File: src/core/vdm_pkg.sv
// Shared types and constants of the voltage distortion monitor
package vdm_pkg;
    typedef logic [15:0] vdm_thd_t;
    typedef logic [13:0] vdm_thr_t;
    typedef logic [18:0] vdm_dly_t;

    typedef enum logic [2:0] {
        MODE_ON       = 3'h1,
        MODE_BLOCKED  = 3'h2,
        MODE_TEST     = 3'h3,
        MODE_TEST_BLK = 3'h4,
        MODE_OFF      = 3'h5
    } vdm_mode_e;

    typedef enum logic [1:0] {
        ST_IDLE    = 2'h0,
        ST_START   = 2'h1,
        ST_ALARM   = 2'h3,
        ST_BLOCKED = 2'h2
    } vdm_state_e;

    localparam logic [1:0] COND_NORMAL  = 2'h0;
    localparam logic [1:0] COND_START   = 2'h1;
    localparam logic [1:0] COND_ALARM   = 2'h2;
    localparam logic [1:0] COND_BLOCKED = 2'h3;

    typedef struct packed {
        vdm_thd_t amp;
        vdm_thd_t pow;
    } vdm_phase_s;

    // Event flags: 0 start on, 1 start off, 2 alarm on, 3 alarm off,
    // 4 blocked on, 5 blocked off
    typedef struct packed {
        logic [5:0]  flags;
        logic [31:0] stamp;
        vdm_thd_t    event_block_label;
        vdm_thd_t    thd2;
        vdm_thd_t    thd3;
        logic [2:0]  group;
    } vdm_event_s;

    // Log identity: bit 0 start on, bit 1 alarm on, bit 2 blocked on
    typedef struct packed {
        logic [31:0] stamp;
        logic [2:0]  ident;
        vdm_thd_t    event_block_label;
        vdm_thd_t    thd2;
        vdm_thd_t    thd3;
        logic [2:0]  group;
    } vdm_log_s;

    localparam int         LOG_DEPTH  = 12;
    localparam int         GROUPS     = 8;
    localparam logic [1:0] MAG_AMP    = 2'h1;
    localparam logic [1:0] MAG_POW    = 2'h2;

    localparam logic [7:0] OFS_CTRL   = 8'h00;
    localparam logic [7:0] OFS_STATUS = 8'h04;
    localparam logic [7:0] OFS_EVMASK = 8'h08;
    localparam logic [7:0] OFS_LOGSEL = 8'h0C;
    localparam logic [7:0] OFS_LOGTS  = 8'h10;
    localparam logic [7:0] OFS_LOGA   = 8'h14;
    localparam logic [7:0] OFS_LOGB   = 8'h18;
    localparam logic [7:0] OFS_TIME   = 8'h1C;
    localparam logic [7:0] OFS_THR0   = 8'h20;
    localparam logic [7:0] OFS_DLY0   = 8'h40;

    localparam vdm_mode_e  RST_MODE   = MODE_ON;
    localparam logic [1:0] RST_MAG    = MAG_AMP;
    localparam logic [5:0] RST_EVMASK = 6'h3F;
    localparam vdm_thr_t   RST_THR    = 14'h03E8;
    localparam vdm_thr_t   THR_MIN    = 14'h000A;
    localparam vdm_thr_t   THR_MAX    = 14'h2710;
    localparam int         DLY_MS     = 10000;
    localparam int         STEP_MS    = 5;
    localparam vdm_dly_t   RST_DLY    = vdm_dly_t'(DLY_MS / STEP_MS);
    localparam vdm_dly_t   DLY_MAX    = 19'h5_7E40;
    localparam int         RESET_PCT  = 97;
    localparam int         CLK_HZ     = 20000000;
    localparam int         STAMP_MS   = 1;
    localparam int         MS_CYCLES  = CLK_HZ / 1000 * STAMP_MS;
endpackage : vdm_pkg

File: src/core/vdm_monitor.sv
// Three-phase voltage distortion alarm monitor with event log
//
// Contract
// - Mode setting takes codes 1 On to 5 Off, default On.
// - Magnitude select: 1 amplitude ratio, 2 power ratio; amplitude default.
// - Mode and magnitude are static, untouched by setting group changes.
// - Alarm enable 0 enables pick-up, 1 disables; disabled means no alarm.
// - One threshold 0.10..100.00 percent for all phases; any phase above picks up.
// - Pick-up releases only below 97 percent of the threshold.
// - Pick-up alone is not START; START only while blocking inactive.
// - Read-only behaviour field reports the effective mode code.
// - Read-only condition: 0 normal, 1 start, 2 alarm, 3 blocked.
// - Blocking sampled each program cycle; unblocked pick-up starts timing.
// - Blocking at pick-up gives BLOCKED and no further processing.
// - Blocking during START clears START and releases like drop-out.
// - Each blocking occurrence issues a time-stamped event with data.
// - Forcing mode lets a software switch drive the blocking input.
// - Definite delay 0..1800 s in 5 ms steps, default 10 s.
// - ON and OFF events for START, ALARM, BLOCKED, each maskable.
// - Each event carries a time stamp and process data.
// - Circular log keeps the 12 most recent entries.
// - ON events log time, identity, three phase values, setting group.
// - Phase measurements arrive every 5 ms for three phases.
// - Eight setting groups selected from one source, changeable live.
`timescale 1ns/1ns
module vdm_monitor
    import vdm_pkg::*;
#(
    parameter int MS_DIV = MS_CYCLES
) (
    input  wire logic       clock_i,
    input  wire logic       resetn_i,
    input  wire logic       ce_i,
    input  wire logic [7:0] addr_i,
    input  wire logic [31:0] wdata_i,
    input  wire logic       wr_i,
    input  wire logic       rd_i,
    output logic      [31:0] rdata_o,
    input  wire vdm_phase_s phase_one_harmonic_input_i,
    input  wire vdm_phase_s phase_two_harmonic_input_i,
    input  wire vdm_phase_s phase_three_harmonic_input_i,
    input  wire logic       meas_valid_i,
    input  wire logic       blocking_i,
    input  wire logic [2:0] active_setting_group_i,
    output logic            start_o,
    output logic            alarm_o,
    output logic            blocked_o,
    output logic            event_valid_o,
    output vdm_event_s      event_o
);
    // Static settings, outside the group banks
    vdm_mode_e   mode;
    logic [1:0]  mag_sel;
    logic        alarm_dis;
    logic        force_en;
    logic        force_sw;
    logic [5:0]  ev_mask;
    logic [3:0]  log_sel;
    vdm_thr_t    thr_bank [GROUPS];
    vdm_dly_t    dly_bank [GROUPS];

    vdm_state_e  state;
    vdm_state_e  next_state;
    logic        pick;
    logic        next_pick;
    vdm_dly_t    cnt;
    vdm_dly_t    next_cnt;
    vdm_thd_t    thd_q [3];
    vdm_thd_t    sel_thd [3];
    logic [2:0]  over;
    logic [2:0]  under;
    logic [31:0] stamp;
    logic [31:0] ms_div;
    vdm_log_s    log_mem [LOG_DEPTH];
    logic [3:0]  log_wp;
    logic [3:0]  log_cnt;
    logic [3:0]  log_rd;
    logic [5:0]  flags;
    logic        blk_now;
    logic        eval;
    vdm_thr_t    thr;
    vdm_dly_t    dly;
    vdm_phase_s  phase [3];
    vdm_log_s    log_q;

    assign eval = ce_i & meas_valid_i;
    assign thr  = thr_bank[active_setting_group_i];
    assign dly  = dly_bank[active_setting_group_i];
    assign phase[0] = phase_one_harmonic_input_i;
    assign phase[1] = phase_two_harmonic_input_i;
    assign phase[2] = phase_three_harmonic_input_i;

    // Per-phase comparator with built-in release ratio
    genvar k;
    generate
        for (k = 0; k < 3; k++) begin : g_phase
            logic [23:0] meas_scaled;
            logic [23:0] rel_level;
            assign sel_thd[k] = (mag_sel == MAG_POW) ? phase[k].pow
                                                     : phase[k].amp;
            assign meas_scaled = 24'(sel_thd[k]) * 24'd100;
            assign rel_level   = 24'(thr) * 24'(RESET_PCT);
            assign over[k]  = sel_thd[k] > 16'(thr);
            assign under[k] = meas_scaled < rel_level;

            always_ff @(posedge clock_i or negedge resetn_i) begin
                if (!resetn_i) begin
                    thd_q[k] <= 16'h0000;
                end else if (eval) begin
                    thd_q[k] <= sel_thd[k];
                end
            end
        end
    endgenerate

    // Effective blocking; forcing switch replaces the matrix input
    always_comb begin
        blk_now = force_en ? force_sw : blocking_i;
        if (mode == MODE_BLOCKED || mode == MODE_TEST_BLK) begin
            blk_now = 1'b1;
        end
    end

    // Pick-up with hysteresis: set above threshold, clear below 97 percent
    always_comb begin
        next_pick = pick;
        if (alarm_dis || mode == MODE_OFF) begin
            next_pick = 1'b0;
        end else if (|over) begin
            next_pick = 1'b1;
        end else if (&under) begin
            next_pick = 1'b0;
        end
    end

    // Monitoring sequence, evaluated once per program cycle
    always_comb begin
        next_state = state;
        next_cnt   = cnt;
        if (!next_pick) begin
            next_state = ST_IDLE;
            next_cnt   = '0;
        end else begin
            unique case (state)
                ST_IDLE: begin
                    // Blocking sampled at the pick-up instant decides
                    next_state = blk_now ? ST_BLOCKED : ST_START;
                    next_cnt   = '0;
                end
                ST_START: begin
                    next_cnt = cnt + 19'h0_0001;
                    if (blk_now) begin
                        next_state = ST_BLOCKED;
                        next_cnt   = '0;
                    end else if (next_cnt >= dly) begin
                        next_state = ST_ALARM;
                    end
                end
                ST_ALARM: begin
                    if (blk_now) begin
                        next_state = ST_BLOCKED;
                        next_cnt   = '0;
                    end
                end
                ST_BLOCKED: begin
                    // Held until pick-up drops; later unblocking is ignored
                    next_state = ST_BLOCKED;
                end
            endcase
        end
    end

    always_ff @(posedge clock_i or negedge resetn_i) begin
        if (!resetn_i) begin
            state <= ST_IDLE;
            pick  <= 1'b0;
            cnt   <= '0;
        end else if (eval) begin
            state <= next_state;
            pick  <= next_pick;
            cnt   <= next_cnt;
        end
    end

    assign start_o   = (state == ST_START) || (state == ST_ALARM);
    assign alarm_o   = (state == ST_ALARM);
    assign blocked_o = (state == ST_BLOCKED);

    // Transition flags, comparing outputs before and after the evaluation
    always_comb begin
        logic s_old;
        logic s_new;
        logic a_old;
        logic a_new;
        logic b_old;
        logic b_new;
        s_old = (state == ST_START) || (state == ST_ALARM);
        s_new = (next_state == ST_START) || (next_state == ST_ALARM);
        a_old = (state == ST_ALARM);
        a_new = (next_state == ST_ALARM);
        b_old = (state == ST_BLOCKED);
        b_new = (next_state == ST_BLOCKED);
        flags = {b_old & ~b_new, b_new & ~b_old,
                 a_old & ~a_new, a_new & ~a_old,
                 s_old & ~s_new, s_new & ~s_old};
    end

    // Millisecond time stamp
    always_ff @(posedge clock_i or negedge resetn_i) begin
        if (!resetn_i) begin
            ms_div <= 32'h0000_0000;
            stamp  <= 32'h0000_0000;
        end else if (ce_i) begin
            if (ms_div >= 32'(MS_DIV - 1)) begin
                ms_div <= 32'h0000_0000;
                stamp  <= stamp + 32'h0000_0001;
            end else begin
                ms_div <= ms_div + 32'h0000_0001;
            end
        end
    end

    // Event stream; masked-out directions never reach event_o
    always_ff @(posedge clock_i or negedge resetn_i) begin
        if (!resetn_i) begin
            event_valid_o <= 1'b0;
            event_o       <= '0;
        end else if (ce_i) begin
            event_valid_o <= eval && |(flags & ev_mask);
            if (eval && |(flags & ev_mask)) begin
                event_o.flags <= flags & ev_mask;
                event_o.stamp <= stamp;
                event_o.event_block_label  <= sel_thd[0];
                event_o.thd2  <= sel_thd[1];
                event_o.thd3  <= sel_thd[2];
                event_o.group <= active_setting_group_i;
            end
        end
    end

    // Circular log of ON events, independent of the event mask
    always_ff @(posedge clock_i or negedge resetn_i) begin
        if (!resetn_i) begin
            log_wp  <= 4'h0;
            log_cnt <= 4'h0;
        end else if (eval && (flags[0] | flags[2] | flags[4])) begin
            log_wp  <= (log_wp == 4'(LOG_DEPTH - 1)) ? 4'h0 : log_wp + 4'h1;
            if (log_cnt != 4'(LOG_DEPTH)) begin
                log_cnt <= log_cnt + 4'h1;
            end
        end
    end

    // Log array holds data only, so it needs no reset
    always_ff @(posedge clock_i) begin
        if (eval && (flags[0] | flags[2] | flags[4])) begin
            log_mem[log_wp] <= '{stamp: stamp,
                                 ident: {flags[4], flags[2], flags[0]},
                                 event_block_label: sel_thd[0],
                                 thd2: sel_thd[1],
                                 thd3: sel_thd[2],
                                 group: active_setting_group_i};
        end
    end

    // Index 0 of the read window is the newest entry
    always_comb begin
        logic [4:0] idx;
        idx = 5'(log_wp) + 5'(LOG_DEPTH) - 5'h01 - 5'(log_sel);
        if (idx >= 5'(LOG_DEPTH)) begin
            idx = idx - 5'(LOG_DEPTH);
        end
        log_rd = idx[3:0];
        log_q  = log_mem[log_rd];
    end

    // Static settings register
    always_ff @(posedge clock_i or negedge resetn_i) begin
        if (!resetn_i) begin
            mode      <= RST_MODE;
            mag_sel   <= RST_MAG;
            alarm_dis <= 1'b0;
            force_en  <= 1'b0;
            force_sw  <= 1'b0;
        end else if (ce_i && wr_i && addr_i == OFS_CTRL) begin
            // Undefined codes are refused, keeping the old value
            if (wdata_i[2:0] >= 3'h1 && wdata_i[2:0] <= 3'h5) begin
                mode <= vdm_mode_e'(wdata_i[2:0]);
            end
            if (wdata_i[5:4] == MAG_AMP || wdata_i[5:4] == MAG_POW) begin
                mag_sel <= wdata_i[5:4];
            end
            alarm_dis <= wdata_i[8];
            force_en  <= wdata_i[12];
            force_sw  <= wdata_i[13];
        end
    end

    always_ff @(posedge clock_i or negedge resetn_i) begin
        if (!resetn_i) begin
            ev_mask <= RST_EVMASK;
            log_sel <= 4'h0;
        end else if (ce_i && wr_i) begin
            if (addr_i == OFS_EVMASK) begin
                ev_mask <= wdata_i[5:0];
            end
            if (addr_i == OFS_LOGSEL && wdata_i[3:0] < 4'(LOG_DEPTH)) begin
                log_sel <= wdata_i[3:0];
            end
        end
    end

    // Setting group banks; out-of-range values are refused
    generate
        for (k = 0; k < GROUPS; k++) begin : g_group
            always_ff @(posedge clock_i or negedge resetn_i) begin
                if (!resetn_i) begin
                    thr_bank[k] <= RST_THR;
                    dly_bank[k] <= RST_DLY;
                end else if (ce_i && wr_i) begin
                    if (addr_i == OFS_THR0 + 8'(4 * k)
                            && wdata_i[31:14] == '0
                            && wdata_i[13:0] >= THR_MIN
                            && wdata_i[13:0] <= THR_MAX) begin
                        thr_bank[k] <= wdata_i[13:0];
                    end
                    if (addr_i == OFS_DLY0 + 8'(4 * k)
                            && wdata_i[31:19] == '0
                            && wdata_i[18:0] <= DLY_MAX) begin
                        dly_bank[k] <= wdata_i[18:0];
                    end
                end
            end
        end
    endgenerate

    // Read data, one cycle after the read strobe
    always_ff @(posedge clock_i or negedge resetn_i) begin
        if (!resetn_i) begin
            rdata_o <= 32'h0000_0000;
        end else if (ce_i) begin
            rdata_o <= 32'h0000_0000;
            if (rd_i) begin
                if (addr_i == OFS_CTRL) begin
                    rdata_o <= {18'h0_0000, force_sw, force_en, 3'h0, alarm_dis,
                                2'h0, mag_sel, 1'b0, mode};
                end else if (addr_i == OFS_STATUS) begin
                    rdata_o <= {17'h0_0000, active_setting_group_i, 1'b0,
                                blocked_o, alarm_o, start_o, 2'h0,
                                state == ST_BLOCKED ? COND_BLOCKED :
                                state == ST_ALARM   ? COND_ALARM :
                                state == ST_START   ? COND_START : COND_NORMAL,
                                1'b0, mode};
                end else if (addr_i == OFS_EVMASK) begin
                    rdata_o <= {26'h000_0000, ev_mask};
                end else if (addr_i == OFS_LOGSEL) begin
                    rdata_o <= {20'h0_0000, log_cnt, 4'h0, log_sel};
                end else if (addr_i == OFS_LOGTS) begin
                    rdata_o <= log_q.stamp;
                end else if (addr_i == OFS_LOGA) begin
                    rdata_o <= {log_q.thd2, log_q.event_block_label};
                end else if (addr_i == OFS_LOGB) begin
                    rdata_o <= {9'h000, log_q.group, 1'b0, log_q.ident,
                                log_q.thd3};
                end else if (addr_i == OFS_TIME) begin
                    rdata_o <= stamp;
                end else if (addr_i >= OFS_THR0 && addr_i < OFS_DLY0) begin
                    rdata_o <= {18'h0_0000, thr_bank[addr_i[4:2]]};
                end else if (addr_i >= OFS_DLY0 && addr_i < 8'h60) begin
                    rdata_o <= {13'h0000, dly_bank[addr_i[4:2]]};
                end
            end
        end
    end
endmodule : vdm_monitor

File: config.mk
export PLATFORM = sky130hd
export DESIGN_NAME = vdm_monitor
export DESIGN_NICKNAME = d
export VERILOG_FILES = /design/src/core/vdm_pkg.sv /design/src/core/vdm_monitor.sv
export SDC_FILE = /design/constraint.sdc
export NUM_CORES = 2
export LEC_CHECK = 0
export BUFFER_PORTS_ARGS = -buffer_cell sky130_fd_sc_hd__buf_2
export CORE_UTILIZATION = 30
export DETAILED_ROUTE_END_ITERATION = 10
export PLACE_DENSITY = 0.5
export RECOVER_POWER = 50
export SKIP_LAST_GASP = 1
export SLEW_MARGIN = 20
export SYNTH_ARGS = -nofsm -noshare
export SYNTH_HDL_FRONTEND = slang
export SYNTH_SLANG_ARGS = --single-unit
File: constraint.sdc
create_clock -name clock_i -period 16.9 [get_ports clock_i]
set_input_delay 0.845 -clock clock_i [delete_from_list [all_inputs] [get_ports clock_i]]
set_output_delay 0.845 -clock clock_i [all_outputs]
set_load 0.05 [all_outputs]
**Yosys cells after proc, flatten, opt, wreduce, memory -nomap -nowiden**

Memories as Yosys holds them, arrays and structs flattened.
Index checks and enable logic that the tools add are counted.

- $add $sub $neg: 9
- $mul: 4
- Div/mod/pow operators: 0
- Magnitude comparators: 21
- Eq/ne operators: 39
- Shift operators: 0
- Multiplexer cells: 49
- Bitwise operators: 18
- Reductions and logical operators: 84

Operator list:

| kind | number |
|---|---|
| two-way mux 32 bit | 10 |
| two-way mux 19 bit | 9 |
| binary-select mux 19 bit (select 3 bit) | 2 |
| binary-select mux 14 bit (select 3 bit) | 2 |
| < comparator 23 x 21 -> 1 bit | 3 |
| adder 32 x 1 -> 32 bit (second input constant) | 2 |
| equality test 8 x 6 -> 1 bit (second input constant) | 8 |
| equality test 8 x 7 -> 1 bit (second input constant) | 8 |
| multiplier 16 x 5 -> 21 bit (second input constant) | 3 |
| case mux 19 bit (3 select lines) | 1 |
| two-way mux 14 bit | 4 |
| > comparator 16 x 14 -> 1 bit | 3 |
| logical AND 1 bit | 48 |
| two-way mux 16 bit | 3 |
| AND reduction 2 bit | 23 |
| equality test 8 x 5 -> 1 bit (second input constant) | 4 |
| >= comparator 32 x 15 -> 1 bit (second input constant) | 1 |
| multiplier 14 x 7 -> 21 bit (second input constant) | 1 |
| adder 19 x 1 -> 19 bit (second input constant) | 1 |
| >= comparator 19 bit | 1 |
| <= comparator 19 bit (second input constant) | 1 |
| logical NOT 18 bit | 1 |
| equality test 8 x 4 -> 1 bit (second input constant) | 2 |
| < comparator 8 x 7 -> 1 bit (second input constant) | 2 |
| 39 further kinds | 81 |

- Register bits: 498
- Latch bits: 0
- Bits in writable memories: 1032
- Memory bits (read-only): 0
- Bits of input ports: 146
- Output and inout bits: 125
- Logic and storage cells: 263
- Memories kept: 1

Memories:

| memory | words | bits a word | read ports | clocked after Yosys merged registers in | wr ports | RTL line | text |
|---|---|---|---|---|---|---|---|
| log_mem | 12 | 86 | 1 | 0 | 1 | vdm_monitor.sv:74 | `vdm_log_s log_mem [LOG_DEPTH];` |

**Depth between registers and ports, before layout**

- Depth in word-level cells: 19
- Depth in mapped cells: 37
- Depth with buffers taken out: 31

**Worst setup path before layout**

OpenSTA, ideal clock, no wires.

- Path type: in2reg
- From: input port active_setting_group_i[0]
- To: memory log_mem[7][0] (netlist name) (enable)
- Setup time: 0.742 ns
- Arrival time: 16.410 ns
- Required time: 16.158 ns
- Path slack: -0.253 ns
- Stages on the path: 33
- Buffers on the path: 5
- Path through: buf_2 buf_4 buf_1 mux4_2 mux2i_1 inv_1 ha_1 ha_1 ha_1 fa_1 ha_1 o21a_1 a21oi_1 nor2b_1 nor2_1 nor2b_1 o21ai_0 nor2b_1 xor2_1 ha_1 nand3_1 nor3_1 nand4_1 a2111oi_0 nor4_1 maj3_1 nor4_1 nor4_1 a21o_1 buf_2 or3_1 buf_2 nor4_1

- Longest elaborated chain between the ends: 19
- Elaborated cells on any way between the ends: 36
- Classes of those cells: mul: 1; order compare: 7; eq/ne: 3; mux: 15; bitwise: 6; reduce/logical: 4

RTL lines:

| element | RTL line | text |
|---|---|---|
| start: declaration | vdm_monitor.sv:44 | `input wire logic [2:0] active_setting_group_i,` |
| NOT 3 -> 4 bit (implied by the code) * | vdm_monitor.sv:87, vdm_monitor.sv:88 |  |
| binary-select mux 14 bit (select 3 bit) | vdm_monitor.sv:87 | `assign thr = thr_bank[active_setting_group_i];` |
| two-way mux 14 bit (implied by the code) (2 in series) | vdm_monitor.sv:87 |  |
| multiplier 14 x 7 -> 21 bit | vdm_monitor.sv:102 | `assign rel_level = 24'(thr) * 24'(RESET_PCT);` |
| < comparator 23 x 21 -> 1 bit | vdm_monitor.sv:104 | `assign under[k] = meas_scaled < rel_level;` |
| AND reduction 3 bit | vdm_monitor.sv:131 | `end else if (&under) begin` |
| two-way mux 1 bit | vdm_monitor.sv:131 |  |
| two-way mux 1 bit | vdm_monitor.sv:129 | `end else if (\|over) begin` |
| (+2 left out) | - |  |
| equality test 2 x 1 -> 1 bit or equality test 2 bit (tied branches) | vdm_monitor.sv:198, vdm_monitor.sv:200 |  |
| logical OR 1 bit | vdm_monitor.sv:198 | `s_new = (next_state == ST_START) \|\| (next_state == ST_ALARM);` |
| AND 1 bit | vdm_monitor.sv:205 | `s_old & ~s_new, s_new & ~s_old};` |
| OR 1 bit | vdm_monitor.sv:256 | `if (eval && (flags[0] \| flags[2] \| flags[4])) begin` |
| OR 1 bit * | vdm_monitor.sv:256 |  |
| logical AND 1 bit * | vdm_monitor.sv:256 |  |
| two-way mux 1 bit * | vdm_monitor.sv:256 |  |
| two-way mux 1 bit (implied by the code) * | vdm_monitor.sv:257 | `log_mem[log_wp] <= '{stamp: stamp,` |
| end: declaration | vdm_monitor.sv:74 |  |

Every way passes the cells marked *; elsewhere a longest branch is shown, timed or not. The select of a mux whose other input is x is not followed.

**Final worst setup path**

- From: register mag_sel[1]
- To: memory log_mem[3][16] (netlist name) (enable)

- Longest elaborated chain between the ends: 17
- Elaborated cells on any way between the ends: 31
- Classes of those cells: mul: 3; order compare: 6; eq/ne: 4; mux: 9; bitwise: 5; reduce/logical: 4

RTL lines:

| element | RTL line | text |
|---|---|---|
| start: declaration | vdm_monitor.sv:53 | `logic [1:0] mag_sel;` |
| start signal: assignment | vdm_monitor.sv:291 | `mag_sel <= wdata_i[5:4];` |
| equality test 2 bit * | vdm_monitor.sv:99 | `assign sel_thd[k] = (mag_sel == MAG_POW) ? phase[k].pow` |
| two-way mux 16 bit * | vdm_monitor.sv:99 |  |
| multiplier 16 x 5 -> 21 bit * | vdm_monitor.sv:101 | `assign meas_scaled = 24'(sel_thd[k]) * 24'd100;` |
| net g_phase[0].meas_scaled[4] | vdm_monitor.sv:97 | `logic [23:0] meas_scaled;` |
| < comparator 23 x 21 -> 1 bit * | vdm_monitor.sv:104 |  |
| AND reduction 3 bit * | vdm_monitor.sv:131 |  |
| two-way mux 1 bit * | vdm_monitor.sv:131 |  |
| two-way mux 1 bit * | vdm_monitor.sv:129 |  |
| (+2 left out) | - |  |
| equality test 2 x 1 -> 1 bit or equality test 2 bit (tied branches) | vdm_monitor.sv:198, vdm_monitor.sv:200 |  |
| logical OR 1 bit | vdm_monitor.sv:198 |  |
| AND 1 bit | vdm_monitor.sv:205 |  |
| OR 1 bit | vdm_monitor.sv:256 |  |
| OR 1 bit * | vdm_monitor.sv:256 |  |
| logical AND 1 bit * | vdm_monitor.sv:256 |  |
| two-way mux 1 bit * | vdm_monitor.sv:256 |  |
| two-way mux 1 bit (implied by the code) * | vdm_monitor.sv:257 |  |

The timed path passes the listed nets; every way through them passes the cells marked *.

==> flow_metrics.tcl <==
set metrics [dict create \
    status "finished, violations left" \
    failed_checks "capacitance limit, slew limit" \
    seqCellArea_mm2 0.0436 \
    row_count 181 \
    grt_max_degree 113 \
    hp-class "in2reg" \
    dp_hpwl_um 146000 \
    vias_per_cell 5.18 \
    crit_path_max_incr_delay_ns 2.24 \
    nFillCells 23400 \
    ir_drop_v 0.000362 \
    p_per_area_mw_per_mm2 144 \
    antenna_found_initial 41 \
    synth-edff-count 1032 \
    hold_viol 0 \
    synth_xor_xnor_area_share 0.0149 \
    finalNonFillerCells 8390 \
    period_share 0.772 \
    dp.cells 8060 \
    synth-compound-area-share 0.0546 \
    wl_um 223000 \
    synthAdderAreaFrac 0.0716 \
    end_kind "flip-flop" \
    cts_tree "built" \
    clk_latency_ns 0.84 \
    final_util 0.346 \
    synth-simple-area-share 0.0426 \
    holdWs_ns 0.283 \
    core-area_mm2 0.243 \
    nNetsFinal 5572 \
    place.gp.congestion 0.819 \
    gr-total-overflow 0 \
    yosys_most_used_dff "edfxtp_1" \
    p_total_w 0.0121 \
    slew_violations 659 \
    synth_mux_area_frac 0.200 \
    post_cts_buffers 0 \
    rsz0062_at_grt "no" \
    slowest_stage "clkbuf_1" \
    hold_end "rdata_o[4]$_DFFE_PN0P_" \
    critPathKind "reg2reg" \
    setup.worst_path.start "mag_sel[1]$_DFFE_PN0P_" \
    root_buffer "clkbuf_16" \
    clk_path_buf_depth 3 \
    grt_first_pass_wirelength_um 323000 \
    first_global_vias 43900 \
    r2r_cells 33 \
    placed_area_mm2 0.0791 \
    period_needed_ns 13.05 \
    final-setup-viol-count 0 \
    fp.dieArea_mm2 0.247 \
    finClkSkew_ns 0.0698 \
    syn_inst 4715 \
    drive_above_1_share 0.260 \
    maxSlewHeadroom -2.11 \
    vias 43400 \
    routedWlPerCell_um 26.6 \
    antenna_left 0 \
    drt_iter0_markers 3793 \
    r2r_slack_ns 3.85 \
    final_cell_area_mm2 0.0842 \
    htree_num_levels 4 \
    cts_hold_buffers 1 \
    syn_nets 5256 \
    crit_arrival_ns 13.48 \
    syn_area_mm2 0.0735 \
    die_y_um 497 \
    cts_resized 0 \
    tightestPinTransition_ns 4.67 \
    whs_path_depth 3 \
    r2r-start "mag_sel[1]$_DFFE_PN0P_" \
    drv_cap 15 \
    fmax_ghz 0.0766 \
    ys_seq_area_frac 0.593 \
    cp-start-kind "flip-flop" \
    route.detailed.drc 0 \
    die_w_um 497 \
    syn2layout_area_growth_pct 14.6 \
    yosysUniqueCellTypes 79 \
    synth.avg_cell_area_um2 15.6 \
    critical_path.most_common_cell "ha_1" \
    ios 271 \
    synth-seq-cells 1530 \
    cts.sinks 1530 \
    cp_max_fo 52 \
    clkTransAtPathRegs_ns 0.06 \
    p_leak_nw 32.4 \
    hold_path_startpoint "rd_i" \
    numPortBuffers 270 \
    yosys_warnings 0 \
    crit_required_ns 17.33 \
    start_util 0.302 \
    numCtsBuffers 170 \
    firstDrtPassIters 7 \
    async_flop_share 0.325 \
    r2r-end "log_mem[3][16]$_DFFE_PP_" \
    track_usage 0.179 \
    multi_input_area_mm2 0.0284 \
    synth_top_family_by_area "multiplexers" \
]
synthesized netlist by cell type, types with 46 or more instances:
| cell | number | area (um^2) |
|---|---|---|
| edfxtp_1 | 1032 | 31000 |
| mux2_2 | 395 | 4450 |
| dfrtp_1 | 394 | 9860 |
| mux4_2 | 390 | 8780 |
| ha_1 | 355 | 4440 |
| nand2_1 | 245 | 920 |
| inv_1 | 222 | 833 |
| clkbuf_1 | 161 | 604 |
| o21ai_0 | 154 | 771 |
| mux2i_1 | 146 | 1460 |
| nor2_1 | 139 | 522 |
| a21oi_1 | 134 | 671 |
| dfstp_2 | 104 | 2730 |
| xnor2_1 | 79 | 692 |
| nand3_1 | 69 | 345 |
| buf_1 | 53 | 199 |
| xor2_1 | 46 | 403 |
per-stage QoR:
step	worst slack (ns)	TNS, ns
detailed placement	4.68	0
global route	3.08	0
global placement	4.68	0
CTS	5.48	0
floorplan	-0.253	-43.42
finish	3.85	0
registers in the layout (all words and copies together), names as in the netlist, 2 cells and up:
signal and flops:
rdata_o 32, ev_mask 6, stamp 32, log_mem 1032, mag_sel 2, mode 3
dly_bank 152, log_sel 4, ms_div 32, log_wp 4, cnt 19, log_cnt 4
thr_bank 112, state 2, event_o 89
where the power goes:
part / internal, W / leakage, nW / total (W) / switching (W)
sequential: 0.00412 / 15.9 / 0.00417 / 0.0000512
combinational: 0.00154 / 13.8 / 0.00430 / 0.00276
clock: 0.00204 / 2.65 / 0.00364 / 0.00159
kinds of logic after synthesis:
kind of cell | count (synthesis)
flops | 1530
mux | 932
simple gates | 669
compound gates | 609
buf+inv | 453
fa+ha+maj | 397
xor+xnor | 125
area by class of cell:
class	count	share of cell area
flip-flops and latches	1530	0.517
multi-input cells	2732	0.338
clock buffers	234	0.0553
well taps	3202	0.0476
repair buffers	373	0.0225
inverters	224	0.00998
clock inverters	84	0.00939
diodes	11	0.000327
worst max-delay path: cells and delay by family (launching register included):
family,cells,cell delay [ns]
xor gates and xnor gates,1,0.14
muxes,1,0.35
buffers and inverters,8,5.06
and+or+nand+nor,11,2.68
AOI/OAI and AO/OA,6,1.61
adders and majority gates,6,2.19
DFF,1,0.40
worst max path at each step:
| stage | end | slack, ns | depth (start not counted) |
|---|---|---|---|
| 2_1_floorplan | log_mem[7][0]$_DFFE_PP_ | -0.25 | 33 |
| 4_1_cts | log_mem[3][16]$_DFFE_PP_ | 5.48 | 36 |
| 3_5_place_dp | log_mem[3][47]$_DFFE_PP_ | 4.68 | 36 |
| 3_3_place_gp | log_mem[3][16]$_DFFE_PP_ | 4.68 | 36 |
| 5_1_grt | log_mem[3][16]$_DFFE_PP_ | 3.08 | 33 |
| 6_report | log_mem[3][16]$_DFFE_PP_ | 3.85 | 33 |
layout by cell type (no fill, tap or decap), types with 29 or more instances in the layout:
master     count
edfxtp_1    1032
dfrtp_1      394
mux4_2       390
ha_1         353
mux2_2       351
nand2_1      245
inv_1        222
clkbuf_1     211
clkbuf_16    171
o21ai_0      154
mux2i_1      145
buf_2        140
a21oi_1      134
nor2_1       133
dfstp_2      104
xnor2_1       79
nand3_1       69
buf_4         64
xor2_1        45
mux2_1        44
a21o_1        44
fa_1          40
nor3_1        38
and3_1        34
a211oi_1      33
nand4_1       29
o22ai_1       29
metal layers:
| layer | up-vias | share of wire | track usage |
|---|---|---|---|
| met3 | 270 | 0.051 | 0.0280 |
| met2 | 1185 | 0.47 | 0.290 |
| met5 | - | 0.00056 | 0 |
| met1 | 22900 | 0.46 | 0.253 |
| met4 | 18 | 0.019 | 0.0390 |
| li1 | 19100 | - | - |
(Power assumes the default switching activity.)
